--- config.mk ---
export PLATFORM = sky130hd
export DESIGN_NAME = cfl_top
export DESIGN_NICKNAME = d
export VERILOG_FILES = /design/src/core/cfl_pkg.sv /design/src/core/cfl_top.sv /design/src/core/cfl_alu.sv /design/src/core/cfl_axil.sv
export SDC_FILE = /design/constraint.sdc
export NUM_CORES = 1
export LEC_CHECK = 0
export BUFFER_PORTS_ARGS = -buffer_cell sky130_fd_sc_hd__buf_2
export CAP_MARGIN = 40
export CORE_AREA = 2 2 105 132
export CTS_BUF_LIST = sky130_fd_sc_hd__clkbuf_8 sky130_fd_sc_hd__clkbuf_16
export CTS_CLUSTER_DIAMETER = 150
export CTS_CLUSTER_SIZE = 8
export DETAILED_ROUTE_END_ITERATION = 8
export DIE_AREA = 0 0 107 134
export GPL_ROUTABILITY_DRIVEN = 0
export GPL_TIMING_DRIVEN = 0
export PLACE_DENSITY = 0.78
export REMOVE_ABC_BUFFERS = 1
export SETUP_SLACK_MARGIN = 0.5
export SYNTH_ARGS = -nofsm -noshare
export SYNTH_HDL_FRONTEND = slang
export SYNTH_SLANG_ARGS = --single-unit
--- constraint.sdc ---
create_clock -name clk -period 3.8 [get_ports clk]
set_input_delay 0.19 -clock clk [delete_from_list [all_inputs] [get_ports clk]]
set_output_delay 0.19 -clock clk [all_outputs]
set_load 0.005 [all_outputs]
--- src/core/cfl_pkg.sv ---
package cfl_pkg;

  // Flag register bit positions.
  localparam int FLAG_CARRY = 0;
  localparam int FLAG_SUB = 1;
  localparam int FLAG_PV = 2;
  localparam int FLAG_U3 = 3;
  localparam int FLAG_HALF = 4;
  localparam int FLAG_U5 = 5;
  localparam int FLAG_ZERO = 6;
  localparam int FLAG_SIGN = 7;

  localparam logic [7:0] FLAGS_RESET = 8'h00;

  // Register byte addresses.
  localparam logic [11:0] ADDR_FLAGS = 12'h000;
  localparam logic [11:0] ADDR_ACC = 12'h004;
  localparam logic [11:0] ADDR_OPND = 12'h008;
  localparam logic [11:0] ADDR_CMD = 12'h00c;
  localparam logic [11:0] ADDR_DE = 12'h010;
  localparam logic [11:0] ADDR_HL = 12'h014;

  // Command field: op code in bits 3:0, write strobe triggers execution.
  localparam int CMD_OP_LSB = 0;

  localparam logic [1:0] RESP_OKAY = 2'b00;
  localparam logic [1:0] RESP_SLVERR = 2'b10;

  typedef enum logic [3:0] {
    CFL_OP_ADD, CFL_OP_ADC, CFL_OP_SUB, CFL_OP_SBC, CFL_OP_CMP,
    CFL_OP_AND, CFL_OP_OR, CFL_OP_XOR, CFL_OP_RLC, CFL_OP_RRC,
    CFL_OP_CPL, CFL_OP_CCF, CFL_OP_SCF, CFL_OP_ADD16, CFL_OP_NOP
  } cfl_op_t;

  typedef struct packed {
    cfl_op_t op;
    logic [7:0] acc;
    logic [7:0] opnd;
    logic [7:0] flags;
    logic [15:0] hl;
    logic [15:0] de;
  } cfl_req_t;

  typedef struct packed {
    logic [7:0] acc;
    logic [7:0] flags;
    logic [15:0] hl;
  } cfl_res_t;

endpackage

--- src/core/cfl_top.sv ---
// How it works
// RULE1: Sign bit seven, zero six, carry zero.
// RULE2: Bit one records whether last op subtracted.
// RULE3: Bit two holds parity after logical ops.
// RULE4: Signed arithmetic uses bit two as overflow.
// RULE5: Overflow set when signed result out of range.
// RULE6: Compare sets overflow as subtraction does.
// RULE7: Bit four is nibble carry or borrow.
// RULE8: Half carry undefined after 16-bit add.
// RULE9: Rotates clear half carry.
// RULE10: Complement accumulator sets half carry.
// RULE11: Half carry undefined after complement carry.
// RULE12: Set carry clears half carry.
// RULE13: Parity flag one means even ones count.
// RULE14: Bits five and three are don't care.
`timescale 1ns/1ns
module cfl_top
  import cfl_pkg::*;
(
  // Clock and reset
  input wire logic clk,
  input wire logic sys_rst,
  // AXI4-Lite write
  input wire logic [11:0] s_axi_awaddr,
  input wire logic s_axi_awvalid,
  output logic s_axi_awready,
  input wire logic [31:0] s_axi_wdata,
  input wire logic [3:0] s_axi_wstrb,
  input wire logic s_axi_wvalid,
  output logic s_axi_wready,
  output logic [1:0] s_axi_bresp,
  output logic s_axi_bvalid,
  input wire logic s_axi_bready,
  // AXI4-Lite read
  input wire logic [11:0] s_axi_araddr,
  input wire logic s_axi_arvalid,
  output logic s_axi_arready,
  output logic [31:0] s_axi_rdata,
  output logic [1:0] s_axi_rresp,
  output logic s_axi_rvalid,
  input wire logic s_axi_rready
);
  import cfl_pkg::*;

  ////////////////////////////////////////////////////////////////////////////////
  logic wr_en;
  logic [11:0] wr_addr;
  logic [31:0] wr_data;
  logic [3:0] wr_strb;
  logic wr_ok;
  logic [11:0] rd_addr;
  logic [31:0] rd_data;
  logic rd_ok;

  cfl_axil u_bus (
    .clk(clk),
    .sys_rst(sys_rst),
    .s_axi_awaddr(s_axi_awaddr),
    .s_axi_awvalid(s_axi_awvalid),
    .s_axi_awready(s_axi_awready),
    .s_axi_wdata(s_axi_wdata),
    .s_axi_wstrb(s_axi_wstrb),
    .s_axi_wvalid(s_axi_wvalid),
    .s_axi_wready(s_axi_wready),
    .s_axi_bresp(s_axi_bresp),
    .s_axi_bvalid(s_axi_bvalid),
    .s_axi_bready(s_axi_bready),
    .s_axi_araddr(s_axi_araddr),
    .s_axi_arvalid(s_axi_arvalid),
    .s_axi_arready(s_axi_arready),
    .s_axi_rdata(s_axi_rdata),
    .s_axi_rresp(s_axi_rresp),
    .s_axi_rvalid(s_axi_rvalid),
    .s_axi_rready(s_axi_rready),
    .wr_en(wr_en),
    .wr_addr(wr_addr),
    .wr_data(wr_data),
    .wr_strb(wr_strb),
    .wr_ok(wr_ok),
    .rd_addr(rd_addr),
    .rd_data(rd_data),
    .rd_ok(rd_ok)
  );

  ////////////////////////////////////////////////////////////////////////////////
  logic [7:0] condition_flags;
  logic [7:0] acc;
  logic [7:0] opnd;
  logic [15:0] de;
  logic [15:0] hl;
  cfl_op_t last_op;
  logic [7:0] next_condition_flags;
  logic [7:0] next_acc;
  logic [7:0] next_opnd;
  logic [15:0] next_de;
  logic [15:0] next_hl;
  cfl_op_t next_last_op;
  cfl_req_t req;
  cfl_res_t res;
  logic exec;

  function automatic logic [7:0] byte_merge(input logic [7:0] old, input logic [31:0] d,
                                            input logic [3:0] s);
    byte_merge = s[0] ? d[7:0] : old;
  endfunction

  function automatic logic [15:0] half_merge(input logic [15:0] old, input logic [31:0] d,
                                             input logic [3:0] s);
    half_merge = {s[1] ? d[15:8] : old[15:8], s[0] ? d[7:0] : old[7:0]};
  endfunction

  function automatic logic addr_known(input logic [11:0] a);
    addr_known = (a == ADDR_FLAGS) || (a == ADDR_ACC) || (a == ADDR_OPND) ||
                 (a == ADDR_CMD) || (a == ADDR_DE) || (a == ADDR_HL);
  endfunction

  // Executing an op writes the accumulator and flags from the ALU in one cycle.
  assign exec = wr_en && (wr_addr == ADDR_CMD) && wr_strb[0] &&
                (wr_data[CMD_OP_LSB +: 4] <= 4'(CFL_OP_NOP));
  assign wr_ok = addr_known(wr_addr);
  assign rd_ok = addr_known(rd_addr);

  always_comb
  begin
    req.op = cfl_op_t'(wr_data[CMD_OP_LSB +: 4]);
    req.acc = acc;
    req.opnd = opnd;
    req.flags = condition_flags;
    req.hl = hl;
    req.de = de;
  end

  cfl_alu u_alu (
    .req(req),
    .res(res)
  );

  always_comb
  begin
    next_condition_flags = condition_flags;
    next_acc = acc;
    next_opnd = opnd;
    next_de = de;
    next_hl = hl;
    next_last_op = last_op;
    if (wr_en)
    begin
      if (exec)
      begin
        next_condition_flags = res.flags; // [RULE1] [RULE2] [RULE7]
        next_acc = res.acc;
        next_hl = res.hl;
        next_last_op = req.op;
      end
      else if (wr_addr == ADDR_FLAGS)
      begin
        next_condition_flags = byte_merge(condition_flags, wr_data, wr_strb);
      end
      else if (wr_addr == ADDR_ACC)
      begin
        next_acc = byte_merge(acc, wr_data, wr_strb);
      end
      else if (wr_addr == ADDR_OPND)
      begin
        next_opnd = byte_merge(opnd, wr_data, wr_strb);
      end
      else if (wr_addr == ADDR_DE)
      begin
        next_de = half_merge(de, wr_data, wr_strb);
      end
      else if (wr_addr == ADDR_HL)
      begin
        next_hl = half_merge(hl, wr_data, wr_strb);
      end
    end
  end

  always_ff @(posedge clk)
  begin
    if (sys_rst)
    begin
      condition_flags <= FLAGS_RESET;
      acc <= 8'h00;
      opnd <= 8'h00;
      de <= 16'h0000;
      hl <= 16'h0000;
      last_op <= CFL_OP_NOP;
    end
    else
    begin
      condition_flags <= next_condition_flags;
      acc <= next_acc;
      opnd <= next_opnd;
      de <= next_de;
      hl <= next_hl;
      last_op <= next_last_op;
    end
  end

  always_comb
  begin
    rd_data = 32'h00000000;
    if (rd_addr == ADDR_FLAGS)
    begin
      rd_data = {24'h000000, condition_flags};
    end
    else if (rd_addr == ADDR_ACC)
    begin
      rd_data = {24'h000000, acc};
    end
    else if (rd_addr == ADDR_OPND)
    begin
      rd_data = {24'h000000, opnd};
    end
    else if (rd_addr == ADDR_CMD)
    begin
      rd_data = {28'h0000000, 4'(last_op)};
    end
    else if (rd_addr == ADDR_DE)
    begin
      rd_data = {16'h0000, de};
    end
    else if (rd_addr == ADDR_HL)
    begin
      rd_data = {16'h0000, hl};
    end
  end

  ////////////////////////////////////////////////////////////////////////////////
  // Checks on the flags and accumulator after executed ADD, SUB, CMP, AND, XOR, rotate, CPL and SCF ops.
  property p_sign_zero;
    @(posedge clk) disable iff (sys_rst)
    exec && (req.op == CFL_OP_AND) |=>
      condition_flags[FLAG_SIGN] == acc[7] && condition_flags[FLAG_ZERO] == (acc == 8'h00);
  endproperty
  a_sign_zero: assert property (p_sign_zero) else $error("sign or zero flag wrong"); // [RULE1]

  property p_sub_flag;
    @(posedge clk) disable iff (sys_rst)
    exec && (req.op == CFL_OP_SUB || req.op == CFL_OP_CMP) |=> condition_flags[FLAG_SUB];
  endproperty
  a_sub_flag: assert property (p_sub_flag) else $error("subtract flag not set"); // [RULE2]

  property p_parity;
    @(posedge clk) disable iff (sys_rst)
    exec && (req.op == CFL_OP_XOR) |=> condition_flags[FLAG_PV] == ~^acc;
  endproperty
  a_parity: assert property (p_parity) else $error("parity flag wrong"); // [RULE3]

  property p_overflow;
    @(posedge clk) disable iff (sys_rst)
    exec && req.op == CFL_OP_ADD && !acc[7] && !opnd[7] |=>
      condition_flags[FLAG_PV] == acc[7];
  endproperty
  a_overflow: assert property (p_overflow) else $error("overflow flag wrong"); // [RULE5]

  property p_cmp_keeps_acc;
    @(posedge clk) disable iff (sys_rst)
    exec && req.op == CFL_OP_CMP |=> acc == $past(acc);
  endproperty
  a_cmp_keeps_acc: assert property (p_cmp_keeps_acc) else $error("compare changed acc"); // [RULE6]

  property p_rot_half;
    @(posedge clk) disable iff (sys_rst)
    exec && (req.op == CFL_OP_RLC || req.op == CFL_OP_RRC) |=> !condition_flags[FLAG_HALF];
  endproperty
  a_rot_half: assert property (p_rot_half) else $error("rotate left half carry"); // [RULE9]

  property p_cpl_half;
    @(posedge clk) disable iff (sys_rst)
    exec && req.op == CFL_OP_CPL |=> condition_flags[FLAG_HALF] && acc == ~$past(acc);
  endproperty
  a_cpl_half: assert property (p_cpl_half) else $error("complement half carry"); // [RULE10]

  property p_scf_half;
    @(posedge clk) disable iff (sys_rst)
    exec && req.op == CFL_OP_SCF |=> !condition_flags[FLAG_HALF] && condition_flags[FLAG_CARRY];
  endproperty
  a_scf_half: assert property (p_scf_half) else $error("set carry flags wrong"); // [RULE12]
endmodule

--- src/core/cfl_alu.sv ---
`timescale 1ns/1ns
module cfl_alu
  import cfl_pkg::*;
(
  // Operation in
  input wire cfl_pkg::cfl_req_t req,
  // Result out
  output cfl_pkg::cfl_res_t res
);
  import cfl_pkg::*;

  function automatic logic even_parity(input logic [7:0] v);
    even_parity = ~^v;
  endfunction

  always_comb
  begin
    logic [8:0] sum;
    logic [4:0] low;
    logic [16:0] wide;
    logic [7:0] b;
    logic cin;
    logic sub;
    sum = 9'h000;
    low = 5'h00;
    wide = 17'h00000;
    b = 8'h00;
    cin = 1'b0;
    sub = 1'b0;
    res.acc = req.acc;
    res.flags = req.flags;
    res.hl = req.hl;
    unique case (req.op)
      CFL_OP_ADD, CFL_OP_ADC, CFL_OP_SUB, CFL_OP_SBC, CFL_OP_CMP:
      begin
        sub = (req.op == CFL_OP_SUB) || (req.op == CFL_OP_SBC) || (req.op == CFL_OP_CMP);
        cin = ((req.op == CFL_OP_ADC) || (req.op == CFL_OP_SBC)) & req.flags[FLAG_CARRY];
        // Subtraction is done as add of the inverted operand with inverted borrow in.
        b = sub ? ~req.opnd : req.opnd;
        sum = {1'b0, req.acc} + {1'b0, b} + {8'h00, cin ^ sub};
        low = {1'b0, req.acc[3:0]} + {1'b0, b[3:0]} + {4'h0, cin ^ sub};
        res.flags[FLAG_SIGN] = sum[7]; // [RULE1]
        res.flags[FLAG_ZERO] = (sum[7:0] == 8'h00); // [RULE1]
        res.flags[FLAG_CARRY] = sum[8] ^ sub; // [RULE1]
        res.flags[FLAG_HALF] = low[4] ^ sub; // [RULE7]
        // Signed overflow: operands alike in sign, result differs. [RULE4] [RULE5] [RULE6]
        res.flags[FLAG_PV] = (req.acc[7] == b[7]) && (sum[7] != req.acc[7]);
        res.flags[FLAG_SUB] = sub; // [RULE2]
        if (req.op != CFL_OP_CMP)
        begin
          res.acc = sum[7:0];
        end
      end
      CFL_OP_AND, CFL_OP_OR, CFL_OP_XOR:
      begin
        if (req.op == CFL_OP_AND)
        begin
          res.acc = req.acc & req.opnd;
        end
        else if (req.op == CFL_OP_OR)
        begin
          res.acc = req.acc | req.opnd;
        end
        else
        begin
          res.acc = req.acc ^ req.opnd;
        end
        res.flags[FLAG_SIGN] = res.acc[7]; // [RULE1]
        res.flags[FLAG_ZERO] = (res.acc == 8'h00); // [RULE1]
        res.flags[FLAG_CARRY] = 1'b0;
        res.flags[FLAG_HALF] = (req.op == CFL_OP_AND); // [RULE7]
        res.flags[FLAG_PV] = even_parity(res.acc); // [RULE3] [RULE13]
        res.flags[FLAG_SUB] = 1'b0; // [RULE2]
      end
      CFL_OP_RLC, CFL_OP_RRC:
      begin
        if (req.op == CFL_OP_RLC)
        begin
          res.acc = {req.acc[6:0], req.acc[7]};
          res.flags[FLAG_CARRY] = req.acc[7];
        end
        else
        begin
          res.acc = {req.acc[0], req.acc[7:1]};
          res.flags[FLAG_CARRY] = req.acc[0];
        end
        res.flags[FLAG_HALF] = 1'b0; // [RULE9]
        res.flags[FLAG_SUB] = 1'b0; // [RULE2]
      end
      CFL_OP_CPL:
      begin
        res.acc = ~req.acc;
        res.flags[FLAG_HALF] = 1'b1; // [RULE10]
        res.flags[FLAG_SUB] = 1'b1; // [RULE2]
      end
      CFL_OP_CCF:
      begin
        // Half carry is left undefined; it keeps the old carry. [RULE11]
        res.flags[FLAG_HALF] = req.flags[FLAG_CARRY];
        res.flags[FLAG_CARRY] = ~req.flags[FLAG_CARRY];
        res.flags[FLAG_SUB] = 1'b0; // [RULE2]
      end
      CFL_OP_SCF:
      begin
        res.flags[FLAG_CARRY] = 1'b1;
        res.flags[FLAG_HALF] = 1'b0; // [RULE12]
        res.flags[FLAG_SUB] = 1'b0; // [RULE2]
      end
      CFL_OP_ADD16:
      begin
        wide = {1'b0, req.hl} + {1'b0, req.de};
        res.hl = wide[15:0];
        res.flags[FLAG_CARRY] = wide[16];
        // Half carry is undefined here; the 12-bit sum never exceeds 12'hfff, so it is always cleared. [RULE8]
        res.flags[FLAG_HALF] = (req.hl[11:0] + req.de[11:0]) > 12'hfff;
        res.flags[FLAG_SUB] = 1'b0; // [RULE2]
      end
      default:
      begin
        res.acc = req.acc;
      end
    endcase
  end
endmodule

--- src/core/cfl_axil.sv ---
`timescale 1ns/1ns
module cfl_axil
  import cfl_pkg::*;
(
  // Clock and reset
  input wire logic clk,
  input wire logic sys_rst,
  // Write channels
  input wire logic [11:0] s_axi_awaddr,
  input wire logic s_axi_awvalid,
  output logic s_axi_awready,
  input wire logic [31:0] s_axi_wdata,
  input wire logic [3:0] s_axi_wstrb,
  input wire logic s_axi_wvalid,
  output logic s_axi_wready,
  output logic [1:0] s_axi_bresp,
  output logic s_axi_bvalid,
  input wire logic s_axi_bready,
  // Read channels
  input wire logic [11:0] s_axi_araddr,
  input wire logic s_axi_arvalid,
  output logic s_axi_arready,
  output logic [31:0] s_axi_rdata,
  output logic [1:0] s_axi_rresp,
  output logic s_axi_rvalid,
  input wire logic s_axi_rready,
  // Register side
  output logic wr_en,
  output logic [11:0] wr_addr,
  output logic [31:0] wr_data,
  output logic [3:0] wr_strb,
  input wire logic wr_ok,
  output logic [11:0] rd_addr,
  input wire logic [31:0] rd_data,
  input wire logic rd_ok
);
  import cfl_pkg::*;

  logic aw_held;
  logic w_held;
  logic next_aw_held;
  logic next_w_held;
  logic [11:0] next_wr_addr;
  logic [31:0] next_wr_data;
  logic [3:0] next_wr_strb;
  logic next_bvalid;
  logic [1:0] next_bresp;
  logic next_rvalid;
  logic [31:0] next_rdata;
  logic [1:0] next_rresp;

  assign s_axi_awready = ~aw_held & ~s_axi_bvalid;
  assign s_axi_wready = ~w_held & ~s_axi_bvalid;
  assign s_axi_arready = ~s_axi_rvalid;
  assign rd_addr = s_axi_araddr;
  // Both halves are in hand for exactly one cycle before the response rises.
  assign wr_en = aw_held & w_held & ~s_axi_bvalid;

  always_comb
  begin
    next_aw_held = aw_held;
    next_w_held = w_held;
    next_wr_addr = wr_addr;
    next_wr_data = wr_data;
    next_wr_strb = wr_strb;
    next_bvalid = s_axi_bvalid;
    next_bresp = s_axi_bresp;
    if (s_axi_awvalid && s_axi_awready)
    begin
      next_aw_held = 1'b1;
      next_wr_addr = s_axi_awaddr;
    end
    if (s_axi_wvalid && s_axi_wready)
    begin
      next_w_held = 1'b1;
      next_wr_data = s_axi_wdata;
      next_wr_strb = s_axi_wstrb;
    end
    if (wr_en)
    begin
      next_bvalid = 1'b1;
      next_bresp = wr_ok ? RESP_OKAY : RESP_SLVERR;
      next_aw_held = 1'b0;
      next_w_held = 1'b0;
    end
    else if (s_axi_bvalid && s_axi_bready)
    begin
      next_bvalid = 1'b0;
    end
  end

  always_comb
  begin
    next_rvalid = s_axi_rvalid;
    next_rdata = s_axi_rdata;
    next_rresp = s_axi_rresp;
    if (s_axi_arvalid && s_axi_arready)
    begin
      next_rvalid = 1'b1;
      next_rdata = rd_data;
      next_rresp = rd_ok ? RESP_OKAY : RESP_SLVERR;
    end
    else if (s_axi_rvalid && s_axi_rready)
    begin
      next_rvalid = 1'b0;
    end
  end

  always_ff @(posedge clk)
  begin
    if (sys_rst)
    begin
      aw_held <= 1'b0;
      w_held <= 1'b0;
      wr_addr <= 12'h000;
      wr_data <= 32'h00000000;
      wr_strb <= 4'h0;
      s_axi_bvalid <= 1'b0;
      s_axi_bresp <= RESP_OKAY;
      s_axi_rvalid <= 1'b0;
      s_axi_rdata <= 32'h00000000;
      s_axi_rresp <= RESP_OKAY;
    end
    else
    begin
      aw_held <= next_aw_held;
      w_held <= next_w_held;
      wr_addr <= next_wr_addr;
      wr_data <= next_wr_data;
      wr_strb <= next_wr_strb;
      s_axi_bvalid <= next_bvalid;
      s_axi_bresp <= next_bresp;
      s_axi_rvalid <= next_rvalid;
      s_axi_rdata <= next_rdata;
      s_axi_rresp <= next_rresp;
    end
  end
endmodule

[After elaboration in Yosys (flattened, before gate mapping)]
Index checks and enable logic that the tools add are counted.
Storage, ports and cells
  output and inout bits: 41
  bits of input ports: 67
  logic and storage cells: 182
  bits in registers: 130
Cells by class
  eq/ne operators: 37
  bitwise logic cells: 22
  reduce and logical (&&, ||, !) cells: 53
  $lt $le $gt $ge: 2
  add/sub/neg operators: 6
  muxes and demuxes: 40
Operators by type and width (count)
  $mux 16: 13
  $mux 8: 14
  $eq 12x4->1 const B: 4
  $eq 12x5->1 const B: 4
  $pmux 8 s4: 1
  $eq 12x3->1 const B: 2
  $eq 4x4->1 const B: 6
  $logic_not 12->1: 2
  $reduce_and 4->1: 5
  $add 16x16->17: 1
  $eq 4x3->1 const B: 4
  $logic_not 8->1: 2
  $not 8->8: 2
  $reduce_and 8->1: 2
  $reduce_and 7->1: 2
  $reduce_bool 2->1: 7
  $logic_or 1x1->1: 13
  $add 12x12->12: 1
  $gt 12x12->1 const B: 1
  $pmux 1 s6: 2
  $reduce_and 6->1: 2
  $add 8x8->9: 1
  $add 9x1->9: 1
  $logic_and 1x1->1: 9
  other kinds (34): 59

[Depth between registers and ports, before layout]
Gate-level depths: netlist of the first run.
  depth in word-level cells: 10
  mapped depth: 15
  depth with buffers taken out: 13

[By module]
From an unflattened synthesis of the first run, not the netlist that was laid out.
Unflattened totals
  cell total of the unflattened synthesis: 1156
  area total of the unflattened synthesis: 9105.0 µm²
Modules (own cells, without submodules)
  cfl_top: seq. area each 1201.2 µm², instances 1, area each 3188.1 µm², cells each 357
  cfl_axil: seq. area each 1721.7 µm², instances 1, area each 3149.3 µm², cells each 394
  cfl_alu: seq. area each 0.0 µm², instances 1, area each 2767.7 µm², cells each 405

[Least setup slack after synthesis of the first run]
No wires, ideal clock.
  kind: register to register
  start point: reg u_bus.wr_data[1]
  end point: reg condition_flags[6]
  stages on the path, launching flop included: 15
  setup slack: 0.280 ns
  path buffers: 1
  library setup time: 0.075 ns
  clock period less this slack: 3.520 ns
  arrival time: 3.445 ns
  data required time: 3.725 ns
  cells stage by stage: dfxtp_1 -> buf_2 -> nand2b_1 -> or2_2 -> a21oi_2 -> xnor2_1 -> fa_1 -> fa_1 -> nor2b_1 -> o31a_1 -> o21a_1 -> nor2_1 -> xnor2_1 -> or4_1 -> o22ai_1
On the way
  word-level cells in the longest chain between the ends: 9
  elaborated cells on any way between the ends: 31
  those cells by class: add/sub: 2; order compare: 1; eq/ne: 8; mux: 6; bitwise: 2; reduce/logical: 12
RTL lines
  from (decl): line cfl_axil.sv:30  | output logic [31:0] wr_data,
  from (signal assigned): line cfl_axil.sv:129  | wr_data <= next_wr_data;
  $eq 4x2->1 (on tied branches): line cfl_alu.sv:33, cfl_alu.sv:36, cfl_alu.sv:37
  $logic_or 1x1->1 (2 in series): line cfl_alu.sv:36  | sub = (req.op == CFL_OP_SUB) || (req.op == CFL_OP_SBC) || (req.op == CFL_OP_CMP);
  $mux 8: line cfl_alu.sv:39  | b = sub ? ~req.opnd : req.opnd;
  $add 8x8->9: line cfl_alu.sv:40  | sum = {1'b0, req.acc} + {1'b0, b} + {8'h00, cin ^ sub};
  $add 9x1->9: line cfl_alu.sv:40
  $logic_not 8->1: line cfl_alu.sv:43  | res.flags[FLAG_ZERO] = (sum[7:0] == 8'h00);
  $pmux 2 s2: line cfl_alu.sv:33  | unique case (req.op)
  $mux 8: line cfl_top.sv:148  | if (exec)
  to (signal assigned): line cfl_top.sv:191  | condition_flags <= next_condition_flags;
  to (decl): line cfl_top.sv:86  | logic [7:0] condition_flags;
Several ways; a longest one is shown, not always the timed one. The select of a mux whose other input is x is not followed.
A chain may end at the register's enable or synchronous reset.

[Worst setup path after layout of the first run]
  start point: reg u_bus.wr_data[1]
  end point: reg condition_flags[0]
On the way
  word-level cells in the longest chain between the ends: 9
  elaborated cells on any way between the ends: 34
  those cells by class: add/sub: 2; order compare: 1; eq/ne: 13; mux: 4; bitwise: 3; reduce/logical: 11
RTL lines
  $eq 4x2->1 (on tied branches): line cfl_alu.sv:33, cfl_alu.sv:36, cfl_alu.sv:37
  $logic_or 1x1->1 (2 in series): line cfl_alu.sv:36
  $mux 8: line cfl_alu.sv:39
  $add 8x8->9: line cfl_alu.sv:40
  $add 9x1->9: line cfl_alu.sv:40
  $xor 1x1->1: line cfl_alu.sv:44  | res.flags[FLAG_CARRY] = sum[8] ^ sub;
  $pmux 1 s6: line cfl_alu.sv:33
  $mux 8: line cfl_top.sv:148
Several ways; a longest one is shown, not always the timed one.

==> results of run 1 <==
-- per-stage QoR --
step	hold slack (ps)	setup slack, ps	power [mW]	area [um2]	utilization [%]
finish	9.44	457	2.57	8390	64.0
global route	3.69	367	2.66	8390	64.0
CTS	2.87	481	2.55	8310	63.3
detailed placement	380	-772	1.61	7690	58.7
global placement	374	-1460	1.59	7570	57.7
floorplan	259	84.1	1.47	7000	-
-- final timing paths --
check | start | to | cells past startpoint
max | u_bus.wr_data[1] | condition_flags[0] | 16
min | s_axi_rready | u_bus.s_axi_rvalid | 2
max reg2reg | u_bus.wr_data[1] | condition_flags[0] | 16
min reg2reg | u_bus.s_axi_rresp[1] | u_bus.s_axi_rresp[1] | 2
-- layout make-up --
cell class	instances	area (um2)	area share, %
Tap cell	171	214	2.55
Timing Repair Buffer	108	726	8.65
Clock buffer	10	239	2.85
Clock inverter	6	36.3	0.432
Inverter	33	128	1.52
Sequential cell	112	2250	26.9
Multi-Input combinational cell	742	4800	57.1
-- worst register-to-register path, cell delays in order (launching register included) --
cell and delay, ps:
dfxtp_4 360, buf_12 120, buf_4 160, nor2b_2 190, nand2_1 70, a21oi_1 150, o21bai_1 170, fa_2 390
fa_2 370, nor2b_2 140, o31a_1 220, buf_4 160, o22ai_4 80, xnor2_1 140, or3_1 360, o2111ai_2 100
a21oi_1 90
-- power by group --
part           leakage [nW]  total (mW)  internal (mW)  switching (mW)
clock                 0.143       0.912          0.462           0.451
combinational          2.27       0.410          0.169           0.242
sequential            0.911        1.24           1.20          0.0398
total                  3.33        2.57           1.83           0.732
-- layout by cell type (no fill, tap or decap), types with 4 or more instances in the layout --
| master | Yosys | final |
|---|---|---|
| xnor2_2 | 0 | 4 |
| nand2b_1 | 9 | 8 |
| nand2_1 | 123 | 123 |
| xnor2_1 | 25 | 21 |
| ha_1 | 43 | 43 |
| mux2i_1 | 45 | 45 |
| buf_2 | 8 | 71 |
| buf_4 | 18 | 29 |
| o22ai_1 | 13 | 11 |
| conb_1 | 1 | 18 |
| nand3_1 | 17 | 16 |
| nor3_1 | 27 | 26 |
| o21a_1 | 10 | 9 |
| nor4_1 | 7 | 6 |
| xor2_1 | 5 | 5 |
| o211ai_1 | 14 | 14 |
| or3_1 | 7 | 7 |
| or2_2 | 5 | 4 |
| a21o_1 | 6 | 6 |
| o21ai_0 | 36 | 35 |
| a311oi_1 | 8 | 7 |
| o31ai_1 | 5 | 5 |
| nor2_1 | 123 | 123 |
| nor2b_1 | 8 | 5 |
| dfxtp_1 | 112 | 108 |
| a31oi_1 | 9 | 9 |
| a21oi_1 | 92 | 91 |
| a211oi_1 | 16 | 16 |
| clkbuf_16 | 0 | 9 |
| o31a_1 | 5 | 5 |
| inv_1 | 33 | 34 |
-- state kept, by name, indices dropped and copies added (netlist names) --
signal / flops
u_bus.w_held: 1
hl: 16
u_bus.wr_strb: 2
u_bus.s_axi_rvalid: 1
u_bus.wr_addr: 12
last_op: 4
u_bus.wr_data: 16
u_bus.s_axi_rdata: 16
u_bus.aw_held: 1
de: 16
opnd: 8
u_bus.s_axi_bvalid: 1
u_bus.s_axi_bresp: 1
acc: 8
u_bus.s_axi_rresp: 1
condition_flags: 8
-- logic make-up (layout without fill, tap and decap cells) --
logic type	count (synthesis)	in the layout	synth area share, %
buffers and inverters	108	157	6.72
DFF	112	112	30.7
AOI/OAI and AO/OA	253	253	22.5
muxes	47	47	6.79
and+or+nand+nor	348	348	21.4
adders and majority gates	46	46	8.19
other	1	18	0.0514
xor gates and xnor gates	30	30	3.60
-- timing repair --
item                                    4_1_cts  5_1_grt
pin swaps                                    11       14
gates resized for setup                      29       10
hold endpoints to repair                      0        0
endpoints found under the setup margin       13        8
buffers inserted                             23        4
hold buffers                                  0        0
cloned                                        1        0
-- layer usage --
metal  up-vias  share of wire (%)  track usage, %
met5         -                  0               0
met2       350                 47            47.8
met3        86                7.0            3.64
li1       3427                  -               -
met1      3294                 41            36.4
met4         0                5.0            15.4
==> metrics.md, run 1 <==
| Metric | Value |
|---|---|
| Area of the core | 13100 um2 |
| Total track usage | ~29% |
| Setup slack, reg-to-reg | roughly 460 ps |
| Hold Crit Class | in -> reg |
| Die W | 107 um |
| Mapped Cells | 945 |
| Fill cell count | ~1200 |
| DRT iter0 DRCs | between 500 and 600 |
| DR vias | 7157 |
| Num CTS Buffers | 9 |
| #FFs+latches synth | roughly 110 |
| Sum Neg Setup Slack | 0 ps |
| Drt drc | 0 |
| Worst vdd rail ir drop | between 0.2 and 0.3 mV |
| Cell taking the most area after synthesis | dfxtp_1 |
| Via density | 6.05 |
| Asr flop ratio synth | 0% |
| Fin nets | approximately 1100 |
| Min Tclk post-route | approximately 3300 ps |
| Area Overhead vs Synth | 15.0% |
| Setup crit end kind | register |
| Main area contributors after synthesis | dfxtp_1, ha_1, nand2_1, nor2_1, a21oi_1 |
| Lkg Pwr | approximately 3.3 nW |
| Synth warnings | 0 |
| Fin cells | around 1200 |
| CTS clk-pin slew, worst paths | approximately 80 ps |
| Clk root buf | clkbuf_16 |
| Critical Path RT | between 4000 and 5000 ps |
| PwrDens | ~310 nW/um2 |
| Routed len/inst | 17.3 um |
| Worst Path Max Fanout | 8 |
| Period Utilization, post-route | between 80 and 90% |
| CTS sink cnt | 112 |
| Post-synth cell types | 73 |
| CTS tree | done |
| Die area | between 10000 and 15000 um2 |
| Crit path largest cell delay | 390 ps |
| Sequential fraction of the synthesis area | between 30% and 40% |
| GRT Residual Overflow | 0 |
| Worst path slowest cell | fa_2 |
| Starting density of the core | around 56% |
| H-tree depth | 3 |
| CP startpoint kind | register |
| Number of synthesized flops with an enable pin | 0 |
| Synth Cell Area | approximately 7300 um2 |
| Ant. Diodes | 0 |
| Final hold viol count | 0 |
| Die Ht | 134 um |
| RSZ-0062 raised after global routing | true |
| Data arrival, critical path | 3590 ps |
| Placed cell count | roughly 1100 |
| Slew Viols, Final | 0 |
| Clk_skew | about 7 ps |
| DRT Pass-1 Iters | 6 |
| Crit path kind | reg -> reg |
| ANT nets after route | 0 |
| DP HPWL | roughly 14000 um |
| Ys flop type | dfxtp_1 |
| # IOs | 108 |
| # Max-Cap Violations | 0 |
| Sequence of cells on the critical path | buf_12 -> buf_4 -> nor2b_2 -> nand2_1 -> a21oi_1 -> o21bai_1 -> fa_2 -> fa_2 -> nor2b_2 -> o31a_1 -> buf_4 -> o22ai_4 -> xnor2_1 -> or3_1 -> o2111ai_2 -> a21oi_1 |
| Slew headroom | a little over two fifths |
| Vias in the first global route | roughly 6600 |
| Fraction of layout instances using a drive strength above 1 | roughly 17% |
| Synth top cells by count | nand2_1, nor2_1, dfxtp_1 |
| # port buffers | 71 |
| Initial antenna violation count | 0 |
| Top Family by Delay on Critical Path | compound AO/OA/AOI/OAI gates |
| Pin count of the biggest net entering global routing | 57 |
| CTS max path bufs | 2 |
| Actual slew at the worst max-slew pin | between 800 and 900 ps |
| Result of the run | finished clean |
| Synth Area per Inst | between 7 and 8 um2 |
| Routed WL | 20400 um |
| Setup violators final | 0 |
| First-pass GRT wire length | approximately 33000 um |
| Clk_lat worst skew | 350 ps |
| Buf/Inv on CP | 3 |
| Rows | 47 |
| Yosys top cell area share | roughly 30% |
| Fmax | around 0.3 GHz |
(Power assumes the default switching activity.)
==> run 2: changes to the inputs <==
--- a/config.mk
+++ b/config.mk
@@ -5,14 +5,15 @@
 export SDC_FILE = /design/constraint.sdc
 export NUM_CORES = 1
 export LEC_CHECK = 0
+export ABC_AREA = 1
 export BUFFER_PORTS_ARGS = -buffer_cell sky130_fd_sc_hd__buf_2
 export CAP_MARGIN = 40
-export CORE_AREA = 2 2 105 132
+export CORE_AREA = 2 2 109 138
 export CTS_BUF_LIST = sky130_fd_sc_hd__clkbuf_8 sky130_fd_sc_hd__clkbuf_16
 export CTS_CLUSTER_DIAMETER = 150
 export CTS_CLUSTER_SIZE = 8
 export DETAILED_ROUTE_END_ITERATION = 8
-export DIE_AREA = 0 0 107 134
+export DIE_AREA = 0 0 111 140
 export GPL_ROUTABILITY_DRIVEN = 0
 export GPL_TIMING_DRIVEN = 0
 export PLACE_DENSITY = 0.78
==> run 2 against run 1 <==
Against the previous run: die area up 8.4%; sequential power about the same; first-iteration DRC count up 11%; non-clock buffer count decreased by 32; sequential share of layout area shrank 0.84 points; sequential cell count unchanged; critical path type unchanged; critical endpoint unchanged.
==> metrics.md, run 2 <==
| Metric | Value |
|---|---|
| Result of the run | finished clean |
| Critical Path RT | 4060 ps |
| Routed len/inst | roughly 15 um |
| Die area | ~16000 um2 |
| H-tree depth | 3 |
| Synth warnings | 0 |
| Number of synthesized flops with an enable pin | 0 |
| Sw frac | approximately 31% |
| CP startpoint kind | register |
| Synth top cells by count | nand2_1, nor2_1, inv_1 |
| Cell taking the most area after synthesis | dfxtp_1 |
| Area of the core | ~14000 um2 |
| Die Ht | about 140 um |
| Post-synth cell types | 46 |
| Worst vdd rail ir drop | slightly below 0.3 mV |
| Worst Path Max Fanout | 23 |
| Synth Area per Inst | around 6.5 um2 |
| DP HPWL | around 17000 um |
| Post-CTS Hold Fix Bufs | 0 |
| Fin nets | approximately 1400 |
| CTS clk-pin slew, worst paths | approximately 80 ps |
| Crit path top cell by count | nand2_1 |
| Routed WL | roughly 22000 um |
| Most frequent cells in the layout | nand2_1, nor2_1, inv_1 |
| Multi-input gate area | around 4900 um2 |
| Main area contributors after synthesis | dfxtp_1, nand2_1, ha_1, nor2_1, inv_1 |
| Met2 wire length | ~11000 um |
| Psw | about 0.8 mW |
| Clk_skew | around 12 ps |
| CTS sink cnt | approximately 110 |
| PwrDens | between 300 and 400 nW/um2 |
| Final instance area | about 8600 um2 |
| Area Overhead vs Synth | 8.60% |
| Via density | approximately 5.5 |
| Metal3 WL | ~1000 um |
| Setup crit end kind | register |
| # IOs | around 110 |
| Cell internal pwr | ~1.8 mW |
| Register share of total power | between 40% and 50% |
| Mapped Cells | around 1200 |
| Top Family by Delay on Critical Path | simple AND/OR/NAND/NOR gates |
| Starting density of the core | a little under three fifths |
| Clk root buf | clkbuf_16 |
| Slew headroom | 36.8% |
| GRT Residual Overflow | 0 |
| Die W | 111 um |
| Vias in the first global route | about 7600 |
| RSZ-0062 raised after global routing | false |
| CTS tree | done |
| ANT nets after route | 0 |
| Clk_lat worst skew | between 300 and 400 ps |
| Sequence of cells on the critical path | nor2_2 -> nand2_1 -> nand2_4 -> xor2_1 -> fa_1 -> fa_1 -> inv_1 -> nand2_1 -> nand2_1 -> nand4_1 -> nand2_1 -> nand2_1 -> a21oi_1 -> nor2_1 -> nor2_1 -> nor2_1 |
| DRT Pass-1 Iters | 5 |
| Ys flop type | dfxtp_1 |
| Crit path kind | reg -> reg |
| # Max-Cap Violations | 0 |
| Final hold viol count | 0 |
| Area of placed instances | between 8000 and 9000 um2 |
| FF/Latch Area | 2250 um2 |
| Sum Neg Setup Slack | 0 ps |
| Yosys top cell area share | 28.2% |
| Buf/Inv on CP | 1 |
| Pin count of the biggest net entering global routing | 52 |
| Data arrival, critical path | 3390 ps |
| Setup violators final | 0 |
| Fill cell count | approximately 1400 |
| Synth Cell Area | ~8000 um2 |
| Num CTS Buffers | 9 |
| Min Tclk post-route | roughly 3100 ps |
| Initial antenna violation count | 0 |
| DR vias | between 8000 and 9000 |
| Fmax | roughly 0.32 GHz |
| Total track usage | about 28% |
| Fraction of layout instances using a drive strength above 1 | 12.4% |
| DRT iter0 DRCs | between 600 and 700 |
| Lkg Pwr | approximately 4.2 nW |
| Ant. Diodes | 0 |
| Actual slew at the worst max-slew pin | between 900 and 1000 ps |
| Worst path slowest cell | fa_1 |
| Rows | 49 |
| Commonest non-fill, non-tap cell in the layout | nand2_1 |
| # port buffers | between 70 and 80 |
| Drt drc | 0 |
| Top sig layer | met4 |
| Period Utilization, post-route | between 80% and 90% |
| Asr flop ratio synth | 0% |
| #FFs+latches synth | 112 |
| Sequential fraction of the synthesis area | 28.2% |
| Hold Crit Class | in -> reg |
| Part of the power in the clock network | 35.0% |
| Slew Viols, Final | 0 |
| CTS max path bufs | 2 |
| Metal-1 WL | 8790 um |
| First-pass GRT wire length | 35700 um |
| Crit path largest cell delay | between 400 and 500 ps |
| Comb power frac | between 10% and 20% |
| Worst Hold Margin | 74.3 ps |
| Most frequent cell after synthesis | nand2_1 |
run 2: layout make-up:
type                    count  share of cell area [%]
multi-input cells         936                    56.7
flip-flops and latches    112                    26.0
inverters                 149                    6.56
repair buffers             76                    4.92
clock buffers               9                    2.61
well taps                 178                    2.58
clock inverters             7                   0.622
run 2: what timing repair did:
item	in CTS	in global routing
hold endpoints to repair	0	0
pin swaps	0	1
setup endpoints to repair	12	4
setup buffers	0	2
gates resized for setup	6	2
run 2: stage by stage:
stage	setup slack [ps]	cells	utilization [%]	power, mW
6_report	667	1467	61.0	2.64
5_1_grt	495	1467	61.0	2.76
4_1_cts	509	1465	60.9	2.64
3_5_place_dp	-272	1449	58.8	1.72
3_3_place_gp	-282	1446	58.5	1.71
2_1_floorplan	578	1197	-	1.58
run 2: per-layer routing:
layer / vias up / GRT usage [%]
met5: - / 0
met4: 0 / 16.7
met3: 73 / 3.16
met2: 266 / 50.6
met1: 3683 / 31.7
li1: 4084 / -
run 2: cell families after synthesis:
| group | after synthesis | synth area share, % |
|---|---|---|
| buffers and inverters | 202 | 11.2 |
| adders and majority gates | 46 | 7.51 |
| DFF | 112 | 28.2 |
| AOI/OAI and AO/OA | 244 | 16.9 |
| xor gates and xnor gates | 20 | 2.20 |
| and+or+nand+nor | 608 | 33.9 |
| other | 1 | 0.0471 |
run 2: path summary, 6_finish.rpt:
| path | startpoint | to | slack, ps | cells past startpoint |
|---|---|---|---|---|
| max reg2reg | u_bus.wr_data[0] | condition_flags[0] | 670 | 16 |
| min | s_axi_awaddr[8] | u_bus.wr_addr[8] | 70 | 3 |
| min reg2reg | u_bus.s_axi_rdata[8] | u_bus.s_axi_rdata[8] | 460 | 2 |
| max | u_bus.wr_data[0] | condition_flags[0] | 670 | 16 |
run 2: worst register-to-register path, delay by kind of cell (launching register included):
| kind | cells | cell delay (ps) |
|---|---|---|
| adders and majority gates | 2 | 870 |
| xor gates and xnor gates | 1 | 100 |
| buffers and inverters | 1 | 100 |
| DFF | 1 | 440 |
| AOI/OAI and AO/OA | 1 | 150 |
| and+or+nand+nor | 11 | 1370 |
run 2: power by group through the flow:
stage | clock, mW | sequential, mW | combinational [mW]
finish | 0.924 | 1.26 | 0.453
CTS | 0.937 | 1.26 | 0.444
floorplan | 0 | 1.27 | 0.307
global route | 0.984 | 1.27 | 0.510
detailed placement | 0 | 1.29 | 0.439
global placement | 0 | 1.29 | 0.425
